**src/pkg/icf_pkg.sv**
```systemverilog
package icf_pkg;

  // ----------------------------------------------------------------
  // Register map (plain port, word addresses)
  // ----------------------------------------------------------------
  localparam logic [3:0] ADDR_CTRL_TWO = 4'h0;
  localparam logic [3:0] ADDR_FLAGS_ZERO = 4'h1;
  localparam logic [3:0] ADDR_IRQ_STATUS = 4'h2;
  localparam logic [3:0] ADDR_IRQ_MASK = 4'h3;

  // ----------------------------------------------------------------
  // Control register fields
  // ----------------------------------------------------------------
  localparam int CTRL_ALT_VT_POS = 15;
  localparam int CTRL_TIMED_DIS_POS = 14;
  localparam int CTRL_EP0_POS = 0;
  localparam int NUM_EXT = 3;
  localparam logic [15:0] CTRL_RESET = 16'h0000;
  localparam logic [2:0] EXT_SYNC_RESET = 3'h0;
  // Cycles after reset until the edge compare sees real pin samples
  localparam logic [1:0] SYNC_WARMUP_CYCLES = 2'h3;
  localparam logic [1:0] WARMUP_RESET = 2'h0;

  // ----------------------------------------------------------------
  // Flag register fields
  // ----------------------------------------------------------------
  localparam int FLG_EXT0 = 0;
  localparam int FLG_IC1 = 1;
  localparam int FLG_OC1 = 2;
  localparam int FLG_T1 = 3;
  localparam int FLG_DMA0 = 4;
  localparam int FLG_IC2 = 5;
  localparam int FLG_OC2 = 6;
  localparam int FLG_T2 = 7;
  localparam int FLG_T3 = 8;
  localparam int FLG_SPI1_ERR = 9;
  localparam int FLG_SPI1_EVT = 10;
  localparam int FLG_U1_RX = 11;
  localparam int FLG_U1_TX = 12;
  localparam int FLG_ADC1 = 13;
  localparam int FLG_DMA1 = 14;
  localparam logic [15:0] FLAGS_IMPL_MASK = 16'h7fff;
  localparam logic [15:0] FLAGS_RESET = 16'h0000;

  // ----------------------------------------------------------------
  // Interrupt status bits of the block itself
  // ----------------------------------------------------------------
  localparam int IST_EXT0_POS = 0;
  localparam int IST_EXT1_POS = 1;
  localparam int IST_EXT2_POS = 2;
  localparam int IST_PERIPH_POS = 3;
  localparam logic [3:0] IST_RESET = 4'h0;

  // Peripheral request strobes, one cycle each, same clock domain
  typedef struct packed {
    logic dma_ch1_done;
    logic adc1_done;
    logic uart1_tx;
    logic uart1_rx;
    logic spi1_event;
    logic spi1_error;
    logic timer3;
    logic timer2;
    logic out_compare2;
    logic in_capture2;
    logic dma_ch0_done;
    logic timer1;
    logic out_compare1;
    logic in_capture1;
  } icf_periph_req_t;

endpackage

```
**src/hw/icf_top.sv**
```systemverilog
`timescale 1ns/1ns
// Behaviour
// - Control bit 15 set selects the alternate vector table, clear the standard one.
// - Control bit 14 is read-only, high while a timed irq-disable is active.
// - External irq 0 triggers on falling edge if polarity bit 0 set, else rising.
// - External irq 1 triggers on falling edge if polarity bit 1 set, else rising.
// - External irq 2 triggers on falling edge if polarity bit 2 set, else rising.
// - Control bits 13..3 and flag bit 15 always read zero.
// - A request flag reads one once its source requested, zero otherwise.
// - Upper byte, 14 down to 8: dma1 adc1 uart_tx uart_rx spi_event spi_error timer3.
// - Lower byte, 7 down to 0: timer2 oc2 ic2 dma0 timer1 oc1 ic1 ext0.
// - Reset clears all implemented bits; select, polarity and flags are writable.
// - Hardware sets each flag on request; software clears it afterwards.
module icf_top (
  input wire logic clk_i,
  input wire logic reset_n_i,
  input wire logic [3:0] addr_i,
  input wire logic [15:0] wdata_i,
  input wire logic wr_i,
  input wire logic rd_i,
  output logic [15:0] rdata_o,
  input wire logic [2:0] ext_irq_i,
  input wire icf_pkg::icf_periph_req_t periph_req_i,
  input wire logic timed_irq_disable_i,
  output logic alt_vector_table_sel_o,
  output logic [2:0] ext_edge_o,
  output logic irq_o
);

  // ----------------------------------------------------------------
  // Register state
  // ----------------------------------------------------------------
  logic alt_vector_table_sel_q;
  logic [2:0] ext_irq_edge_polarity_q;
  logic timed_irq_disable_active_q;
  logic [15:0] flags_q;
  logic [3:0] irq_status_q;
  logic [3:0] irq_mask_q;

  logic wr_ctrl;
  logic wr_flags;
  logic wr_status;
  logic wr_mask;

  // Writes to unmapped addresses fall through and are dropped
  always_comb begin
    wr_ctrl = 1'b0;
    wr_flags = 1'b0;
    wr_status = 1'b0;
    wr_mask = 1'b0;
    if (wr_i) begin
      case (addr_i)
        icf_pkg::ADDR_CTRL_TWO: begin
          wr_ctrl = 1'b1;
        end
        icf_pkg::ADDR_FLAGS_ZERO: begin
          wr_flags = 1'b1;
        end
        icf_pkg::ADDR_IRQ_STATUS: begin
          wr_status = 1'b1;
        end
        icf_pkg::ADDR_IRQ_MASK: begin
          wr_mask = 1'b1;
        end
        default: begin
          wr_ctrl = 1'b0;
        end
      endcase
    end
  end

  // ----------------------------------------------------------------
  // External input synchronisers and edge detect
  // ----------------------------------------------------------------
  logic [2:0] ext_meta_q;
  logic [2:0] ext_sync_q;
  logic [2:0] ext_prev_q;
  logic [2:0] ext_hit;
  logic [1:0] warmup_cnt_q;
  logic edge_armed;

  always_ff @(posedge clk_i) begin
    if (!reset_n_i) begin
      ext_meta_q <= icf_pkg::EXT_SYNC_RESET;
      ext_sync_q <= icf_pkg::EXT_SYNC_RESET;
    end else begin
      ext_meta_q <= ext_irq_i;
      ext_sync_q <= ext_meta_q;
    end
  end

  always_ff @(posedge clk_i) begin
    if (!reset_n_i) begin
      ext_prev_q <= icf_pkg::EXT_SYNC_RESET;
    end else begin
      ext_prev_q <= ext_sync_q;
    end
  end

  // A pin that idles high must not look like a rising edge once reset lets go,
  // so edges count only after the chain holds real pin samples
  always_ff @(posedge clk_i) begin
    if (!reset_n_i) begin
      warmup_cnt_q <= icf_pkg::WARMUP_RESET;
    end else if (warmup_cnt_q != icf_pkg::SYNC_WARMUP_CYCLES) begin
      warmup_cnt_q <= warmup_cnt_q + 2'h1;
    end
  end

  assign edge_armed = (warmup_cnt_q == icf_pkg::SYNC_WARMUP_CYCLES);

  // A polarity change alone fakes no edge; a hit needs ext_prev_q and ext_sync_q to differ
  always_comb begin
    ext_hit = 3'h0;
    for (int i = 0; i < icf_pkg::NUM_EXT; i++) begin
      if (!edge_armed) begin
        ext_hit[i] = 1'b0;
      end else if (ext_irq_edge_polarity_q[i]) begin
        ext_hit[i] = ext_prev_q[i] && !ext_sync_q[i];
      end else begin
        ext_hit[i] = !ext_prev_q[i] && ext_sync_q[i];
      end
    end
  end

  always_ff @(posedge clk_i) begin
    if (!reset_n_i) begin
      ext_edge_o <= 3'h0;
    end else begin
      ext_edge_o <= ext_hit;
    end
  end

  // ----------------------------------------------------------------
  // Control register
  // ----------------------------------------------------------------
  always_ff @(posedge clk_i) begin
    if (!reset_n_i) begin
      alt_vector_table_sel_q <= icf_pkg::CTRL_RESET[icf_pkg::CTRL_ALT_VT_POS];
    end else if (wr_ctrl) begin
      alt_vector_table_sel_q <= wdata_i[icf_pkg::CTRL_ALT_VT_POS];
    end
  end

  always_ff @(posedge clk_i) begin
    if (!reset_n_i) begin
      ext_irq_edge_polarity_q <= icf_pkg::CTRL_RESET[icf_pkg::CTRL_EP0_POS +: 3];
    end else if (wr_ctrl) begin
      ext_irq_edge_polarity_q <= wdata_i[icf_pkg::CTRL_EP0_POS +: 3];
    end
  end

  // Status input comes from the core on the same clock: no synchroniser
  always_ff @(posedge clk_i) begin
    if (!reset_n_i) begin
      timed_irq_disable_active_q <= 1'b0;
    end else begin
      timed_irq_disable_active_q <= timed_irq_disable_i;
    end
  end

  always_ff @(posedge clk_i) begin
    if (!reset_n_i) begin
      alt_vector_table_sel_o <= 1'b0;
    end else begin
      alt_vector_table_sel_o <= alt_vector_table_sel_q;
    end
  end

  // ----------------------------------------------------------------
  // Request flags
  // ----------------------------------------------------------------
  logic [15:0] flag_set;

  always_comb begin
    flag_set = 16'h0000;
    flag_set[icf_pkg::FLG_EXT0] = ext_hit[0];
    flag_set[icf_pkg::FLG_IC1] = periph_req_i.in_capture1;
    flag_set[icf_pkg::FLG_OC1] = periph_req_i.out_compare1;
    flag_set[icf_pkg::FLG_T1] = periph_req_i.timer1;
    flag_set[icf_pkg::FLG_DMA0] = periph_req_i.dma_ch0_done;
    flag_set[icf_pkg::FLG_IC2] = periph_req_i.in_capture2;
    flag_set[icf_pkg::FLG_OC2] = periph_req_i.out_compare2;
    flag_set[icf_pkg::FLG_T2] = periph_req_i.timer2;
    flag_set[icf_pkg::FLG_T3] = periph_req_i.timer3;
    flag_set[icf_pkg::FLG_SPI1_ERR] = periph_req_i.spi1_error;
    flag_set[icf_pkg::FLG_SPI1_EVT] = periph_req_i.spi1_event;
    flag_set[icf_pkg::FLG_U1_RX] = periph_req_i.uart1_rx;
    flag_set[icf_pkg::FLG_U1_TX] = periph_req_i.uart1_tx;
    flag_set[icf_pkg::FLG_ADC1] = periph_req_i.adc1_done;
    flag_set[icf_pkg::FLG_DMA1] = periph_req_i.dma_ch1_done;
  end

  logic [15:0] flags_d;

  // Software write replaces the flags, but a request in the same cycle still wins
  always_comb begin
    if (wr_flags) begin
      flags_d = wdata_i | flag_set;
    end else begin
      flags_d = flags_q | flag_set;
    end
    flags_d = flags_d & icf_pkg::FLAGS_IMPL_MASK;
  end

  always_ff @(posedge clk_i) begin
    if (!reset_n_i) begin
      flags_q <= icf_pkg::FLAGS_RESET;
    end else begin
      flags_q <= flags_d;
    end
  end

  // ----------------------------------------------------------------
  // Block interrupt: sticky status, write-one-to-clear, mask
  // ----------------------------------------------------------------
  logic [3:0] ist_set;

  assign ist_set = {|flag_set[icf_pkg::FLG_DMA1:icf_pkg::FLG_IC1], ext_hit};

  logic [3:0] irq_status_d;

  // Set wins over a clearing write in the same cycle, so no event is lost
  always_comb begin
    if (wr_status) begin
      irq_status_d = (irq_status_q & ~wdata_i[3:0]) | ist_set;
    end else begin
      irq_status_d = irq_status_q | ist_set;
    end
  end

  always_ff @(posedge clk_i) begin
    if (!reset_n_i) begin
      irq_status_q <= icf_pkg::IST_RESET;
    end else begin
      irq_status_q <= irq_status_d;
    end
  end

  always_ff @(posedge clk_i) begin
    if (!reset_n_i) begin
      irq_mask_q <= icf_pkg::IST_RESET;
    end else if (wr_mask) begin
      irq_mask_q <= wdata_i[3:0];
    end
  end

  logic irq_pending;

  assign irq_pending = |(irq_status_q & irq_mask_q);

  always_ff @(posedge clk_i) begin
    if (!reset_n_i) begin
      irq_o <= 1'b0;
    end else begin
      irq_o <= irq_pending;
    end
  end

  // ----------------------------------------------------------------
  // Read port, data one cycle after the strobe
  // ----------------------------------------------------------------
  logic [15:0] rd_mux;
  logic [15:0] ctrl_word;

  // Unimplemented control bits stay zero because only named fields are placed
  always_comb begin
    ctrl_word = 16'h0000;
    ctrl_word[icf_pkg::CTRL_ALT_VT_POS] = alt_vector_table_sel_q;
    ctrl_word[icf_pkg::CTRL_TIMED_DIS_POS] = timed_irq_disable_active_q;
    ctrl_word[icf_pkg::CTRL_EP0_POS +: 3] = ext_irq_edge_polarity_q;
  end

  always_comb begin
    rd_mux = 16'h0000;
    case (addr_i)
      icf_pkg::ADDR_CTRL_TWO: begin
        rd_mux = ctrl_word;
      end
      icf_pkg::ADDR_FLAGS_ZERO: begin
        rd_mux = flags_q & icf_pkg::FLAGS_IMPL_MASK;
      end
      icf_pkg::ADDR_IRQ_STATUS: begin
        rd_mux[3:0] = irq_status_q;
      end
      icf_pkg::ADDR_IRQ_MASK: begin
        rd_mux[3:0] = irq_mask_q;
      end
      default: begin
        rd_mux = 16'h0000;
      end
    endcase
  end

  // Data holds only in the cycle after the read; zero otherwise
  always_ff @(posedge clk_i) begin
    if (!reset_n_i) begin
      rdata_o <= 16'h0000;
    end else if (rd_i) begin
      rdata_o <= rd_mux;
    end else begin
      rdata_o <= 16'h0000;
    end
  end

endmodule

```
**config.mk**
```make
export PLATFORM = sky130hd
export DESIGN_NAME = icf_top
export DESIGN_NICKNAME = d
export VERILOG_FILES = /design/src/pkg/icf_pkg.sv /design/src/hw/icf_top.sv
export SDC_FILE = /design/constraint.sdc
export NUM_CORES = 1
export LEC_CHECK = 0
export BUFFER_PORTS_ARGS = -buffer_cell sky130_fd_sc_hd__buf_4
export CAP_MARGIN = 10
export CORE_MARGIN = 2
export CORE_UTILIZATION = 25
export DETAILED_ROUTE_END_ITERATION = 12
export SYNTH_ARGS = -nofsm -noshare
export SYNTH_HDL_FRONTEND = slang
export SYNTH_SLANG_ARGS = --single-unit
```
**constraint.sdc**
```tcl
create_clock -name clk_i -period 1.8 [get_ports clk_i]
set_input_delay 0.36 -clock clk_i [delete_from_list [all_inputs] [get_ports clk_i]]
set_output_delay 0.36 -clock clk_i [all_outputs]
set_load 0.005 [all_outputs]
```
# [Word level (Yosys, flattened, before mapping)]
# Cells that the tools add are included.
[totals] ff_bits=60 latchBits=0 mem_bits_rw=0 romBits=0 inputBits=42 output_inout_bits=21 elab_cells=61 n_memories=0
[classes] n_addsub=1 multipliers=0 div=0 magnitude_cmp=0 eq_ne=5 n_shift=0 n_mux=18 bitwise_logic=7 reduce_logical=16
[op_table] op="bitwise OR 15 bit" count=2
[op_table] op="case mux 12 bit (2 select lines)" count=1
[op_table] op="case mux 4 bit (4 select lines)" count=1
[op_table] op="two-way mux 15 bit" count=1
[op_table] op="two-way mux 1 bit" count=14
[op_table] op="OR reduction 14 bit" count=1
[op_table] op="AND 4 bit" count=2
[op_table] op="== test 4 x 2 -> 1 bit, second input constant" count=2
[op_table] op="bitwise OR 4 bit" count=2
[op_table] op="logical AND 1 bit" count=6
[op_table] op="zero test 1 bit" count=6
[op_table] op="== test 4 x 1 -> 1 bit, second input constant" count=1
[op_table] op="zero test 4 bit" count=1
[op_table] op="two-way mux 4 bit" count=1
[op_table] op="NOT 4 bit" count=1
[op_table] op="OR reduction 4 bit" count=1
[op_table] op="adder 2 x 1 -> 2 bit, second input constant" count=1
[op_table] op="== test 2 bit, second input constant" count=1
[op_table] op="!= test 2 bit, second input constant" count=1
[op_table] op="AND reduction 2 bit" count=1

# [Depth between registers and ports, before layout]
[depth] ltp_word=6 mapped_depth=7

# [Worst setup path before layout]
# OpenSTA, ideal clock, no wires.
[synth_path] path_kind="input -> register" from="input addr_i[0]" to="register flags_q[11]" t_arrival_ps=1357 t_required_ps=1678 slack_ps=321 cell_stages=7 n_path_buf=4 cell_sequence="buf_6 nor2b_4 buf_6 and2_4 buf_6 buf_6 o311a_1"
[synth_between] elab_chain_cells=4
[synth_rtl] element="from (decl)" line_no="icf_top.sv:17" text="input wire logic [3:0] addr_i,"
[synth_rtl] element="== test 4 x 1 -> 1 bit" line_no="icf_top.sv:52" text="case (addr_i)"
[synth_rtl] element="two-way mux 1 bit" line_no="icf_top.sv:52"
[synth_rtl] element="two-way mux 1 bit" line_no="icf_top.sv:51" text="if (wr_i) begin"
[synth_rtl] element="two-way mux 15 bit" line_no="icf_top.sv:198" text="if (wr_flags) begin"
[synth_rtl] element="to (signal assigned)" line_no="icf_top.sv:208" text="flags_q <= icf_pkg::FLAGS_RESET;"
[synth_rtl] element="to (signal assigned)" line_no="icf_top.sv:210" text="flags_q <= flags_d;"
[synth_rtl] element="to (decl)" line_no="icf_top.sv:36" text="logic [15:0] flags_q;"
# No other way between the ends.
# A chain may end at the register's enable or synchronous reset.

# [Worst setup path in the final report]
[layout_path] from="register ext_irq_edge_polarity_q[0]" to="register flags_q[0]"
[layout_between] elab_chain_cells=4
[layout_rtl] element="from (decl)" line_no="icf_top.sv:34" text="logic [2:0] ext_irq_edge_polarity_q;"
[layout_rtl] element="from (signal assigned)" line_no="icf_top.sv:147" text="ext_irq_edge_polarity_q <= icf_pkg::CTRL_RESET[icf_pkg::CTRL_EP0_POS +: 3];"
[layout_rtl] element="from (signal assigned)" line_no="icf_top.sv:149" text="ext_irq_edge_polarity_q <= wdata_i[icf_pkg::CTRL_EP0_POS +: 3];"
[layout_rtl] element="two-way mux 1 bit *" line_no="icf_top.sv:118" text="end else if (ext_irq_edge_polarity_q[i]) begin"
[layout_rtl] element="two-way mux 1 bit *" line_no="icf_top.sv:116" text="if (!edge_armed) begin"
[layout_rtl] element="bitwise OR 15 bit (on tied branches)" line_no="icf_top.sv:201, icf_top.sv:199"
[layout_rtl] element="two-way mux 15 bit *" line_no="icf_top.sv:198"
# Every way passes the cells marked *; elsewhere a longest branch is shown, timed or not.

==> impl_metrics.yaml <==
outcome:
  outcome: "completed"
yosys:
  synth-warning-count: 0
  synth_area_sq_um: 2310
  synth-seq-cells: 60
  synth-main-ff-cell: "dfxtp_1"
  yosysSeqAreaShare: 0.519
  yosys-top-cells-count: "60 x dfxtp_1, 24 x and2_1, 21 x nand3_1, 17 x nor2_1, 14 x o311a_1"
  synth.top_cell.area_share: 0.519
  ys_async_sr_fraction: 0
  synth_top_cell_by_area: "dfxtp_1"
  postSynthCellCount: 229
  synth_edf_count: 0
  yosys-top-cells-area: "dfxtp_1 52%, and2_1 6.5%, o311a_1 6.1%"
  synthMostInstantiatedCell: "dfxtp_1"
  ys_types: 42
  syn-mean-instance-area_sq_um: 10.1
  synthesis.nets: 272
final_layout:
  antennaDiodeCount: 0
  nFillCells: 952
  final_util: 0.333
  final_nets: 337
  finalNonFillerCells: 409
  synthToLayoutAreaGrowth_pct: 31.0
  layout-drive-gt1-share: 0.315
hold_path:
  holdPathStages: 2
  hold_path.startpoint: "ext_irq_i[0]"
  hold_path.class: "input port to flip-flop"
  min_to: "ext_meta_q[0]"
floorplan:
  initial_core_util: 0.254
  fp.dieArea_sq_um: 10000
  ioPinCount: 63
  die_height_microns: 100
  die_width_microns: 100
  core.rowCount: 35
  core_area_sq_um: 9110
clock_network:
  cts_tree: "yes"
  holdBufCountCts: 0
  cts_max_level: 3
  post_cts_buffers: 0
  cts_num_sinks: 60
  clkLatencyLatePin_ns: 0.34
  cts_buffer_depth: 2
  cts_resized: 0
  clkTransAtPathRegs_ns: 0.06
  cts_root_buf: "clkbuf_8"
  cts_made_buffers: 9
sta:
  period_minus_slack_ns: 1.31
  tns_ns: 0
  fmax_mhz: 762
  rsz0062_at_grt: "no"
  fin_hold_ws_ns: 0.233
  fin_crit_sh: 0.729
  drv_slew: 0
  setup_viol: 0
  worst_clock_skew_ns: 0.00706
  relSlewSlack: 0.717
  tightest_slew_ns: 0.424
  worst_slack_ns: 0.488
  finalHoldViolations: 0
global_routing:
  grt_use_met2: 0.189
  antenna_found_initial: 0
  grt_max_degree: 24
  grt_pass1_vias: 1899
  grt_use_total: 0.130
  overflow: 0
  grt_use_met3: 0.0439
  grt_use_met1: 0.171
  busiest_layer: "met2"
  grt_pass1_wl_microns: 9780
placement:
  port_buffers: 62
  dp_cells: 394
  dp_hpwl_microns: 4350
  pre_cts_ws_ns: 0.182
  place_congestion: 0.861
setup_path:
  arrival_ns: 1.59
  rr_endpoint: "flags_q[0]"
  reg2reg_slack_ns: 0.49
  crit_type: "flip-flop to flip-flop"
  worstReg2RegStart: "ext_irq_edge_polarity_q[0]"
  path_max_fanout: 4
  cp-start-kind: "flip-flop"
  worst_ep_required_time_ns: 2.08
  endpoint_kind: "flip-flop"
  startpoint: "ext_irq_edge_polarity_q[0]"
  r2r_cells: 3
run:
  max_cap_viol_count: 0
route:
  firstDrtPassIters: 5
  drc_errors: 0
  vias_per_cell: 4.85
  vias: 1983
  final_antenna_net_count: 0
  drt_wl_total_microns: 6080
  drt_iter0_drc: 105
  routedWlPerCell_microns: 14.9
power:
  p_per_area_nw_per_um2: 873
  p_leak_uw: 0.00125
  p_comb_frac: 0.098
  seqPwrFrac: 0.530
  p_clk_frac: 0.371
  p_int_uw: 2000
  p_sw_frac: 0.243
  ir_drop_uv: 374
  power_switching_uw: 644
## cell type report
type,count,area [sq um],share of cell area
Clock inverter,3,15.0,0.00495
Multi-Input combinational cell,153,1020,0.336
Timing Repair Buffer,69,518,0.171
Clock buffer,12,135,0.0446
Sequential cell,60,1200,0.396
Tap cell,111,139,0.0458
Inverter,1,3.75,0.00124
## routing by layer
| layer | wire, microns | share of wire | vias to the layer above |
|---|---|---|---|
| met4 | 126 | 0.021 | 0 |
| met3 | 390 | 0.064 | 12 |
| li1 | - | - | 962 |
| met1 | 2890 | 0.48 | 941 |
| met2 | 2670 | 0.44 | 68 |
| met5 | 0 | 0 | - |
## logic make-up after synthesis
logic type,count (synthesis),synth area share
buf+inv,16,0.0405
xor+xnor,1,0.00378
simple gates,95,0.243
fa+ha+maj,1,0.00540
mux,7,0.0308
flops,60,0.519
compound gates,49,0.158
## critical path: stages (launching register included)
cell	delay, ns
dfxtp_1	0.34
or3b_2	0.46
a21oi_1	0.29
a311o_1	0.16
## worst max path at each step
stage,end,slack [ns],cells past startpoint
after floorplan,flags_q[11],0.32,7
after global placement,irq_status_q[3],0.16,4
final,flags_q[0],0.49,3
after detailed placement,irq_status_q[3],0.18,4
after CTS,flags_q[0],0.45,3
after global routing,flags_q[0],0.41,3
## placed cells by master, fill, tap and decap left out, drive strengths merged
master	n
a2111oi	1
a21boi	4
a21oi	10
a22oi	4
a311o	1
a31o	3
a41oi	1
and2	25
and3	1
and3b	1
and4bb	1
buf	69
clkbuf	12
clkinv	3
dfxtp	60
ha	1
inv	1
mux2	1
mux2i	6
nand2	5
nand2b	1
nand3	21
nand3b	3
nand4	4
nor2	17
nor2b	3
nor3	1
nor3b	2
nor4	2
o21ai	8
o22ai	2
o311a	14
o31ai	1
or2	1
or3	1
or3b	5
or4	1
xnor2	1
## stage by stage
stage          power (uW)  cell area, sq um
2_1_floorplan        1560              2310
3_3_place_gp         1690              2880
3_5_place_dp         1700              2880
4_1_cts              2700              3030
5_1_grt              2790              3030
6_report             2650              3030
## sequential cells by signal, indices dropped and copies added, names as in the netlist
register / flops
rdata_o: 16
alt_vector_table_sel_q: 1
alt_vector_table_sel_o: 1
irq_mask_q: 4
ext_sync_q: 3
timed_irq_disable_active_q: 1
warmup_cnt_q: 2
ext_prev_q: 3
ext_edge_o: 3
irq_o: 1
irq_status_q: 4
flags_q: 15
ext_meta_q: 3
ext_irq_edge_polarity_q: 3
## power by group through the flow
stage	sequential, uW	clock (uW)	combinational [uW]
after CTS	1400	1040	263
after global routing	1410	1100	288
final	1400	983	260
after floorplan	1430	0	135
after detailed placement	1430	0	262
after global placement	1430	0	258
Power figures use the tool's default switching activity.
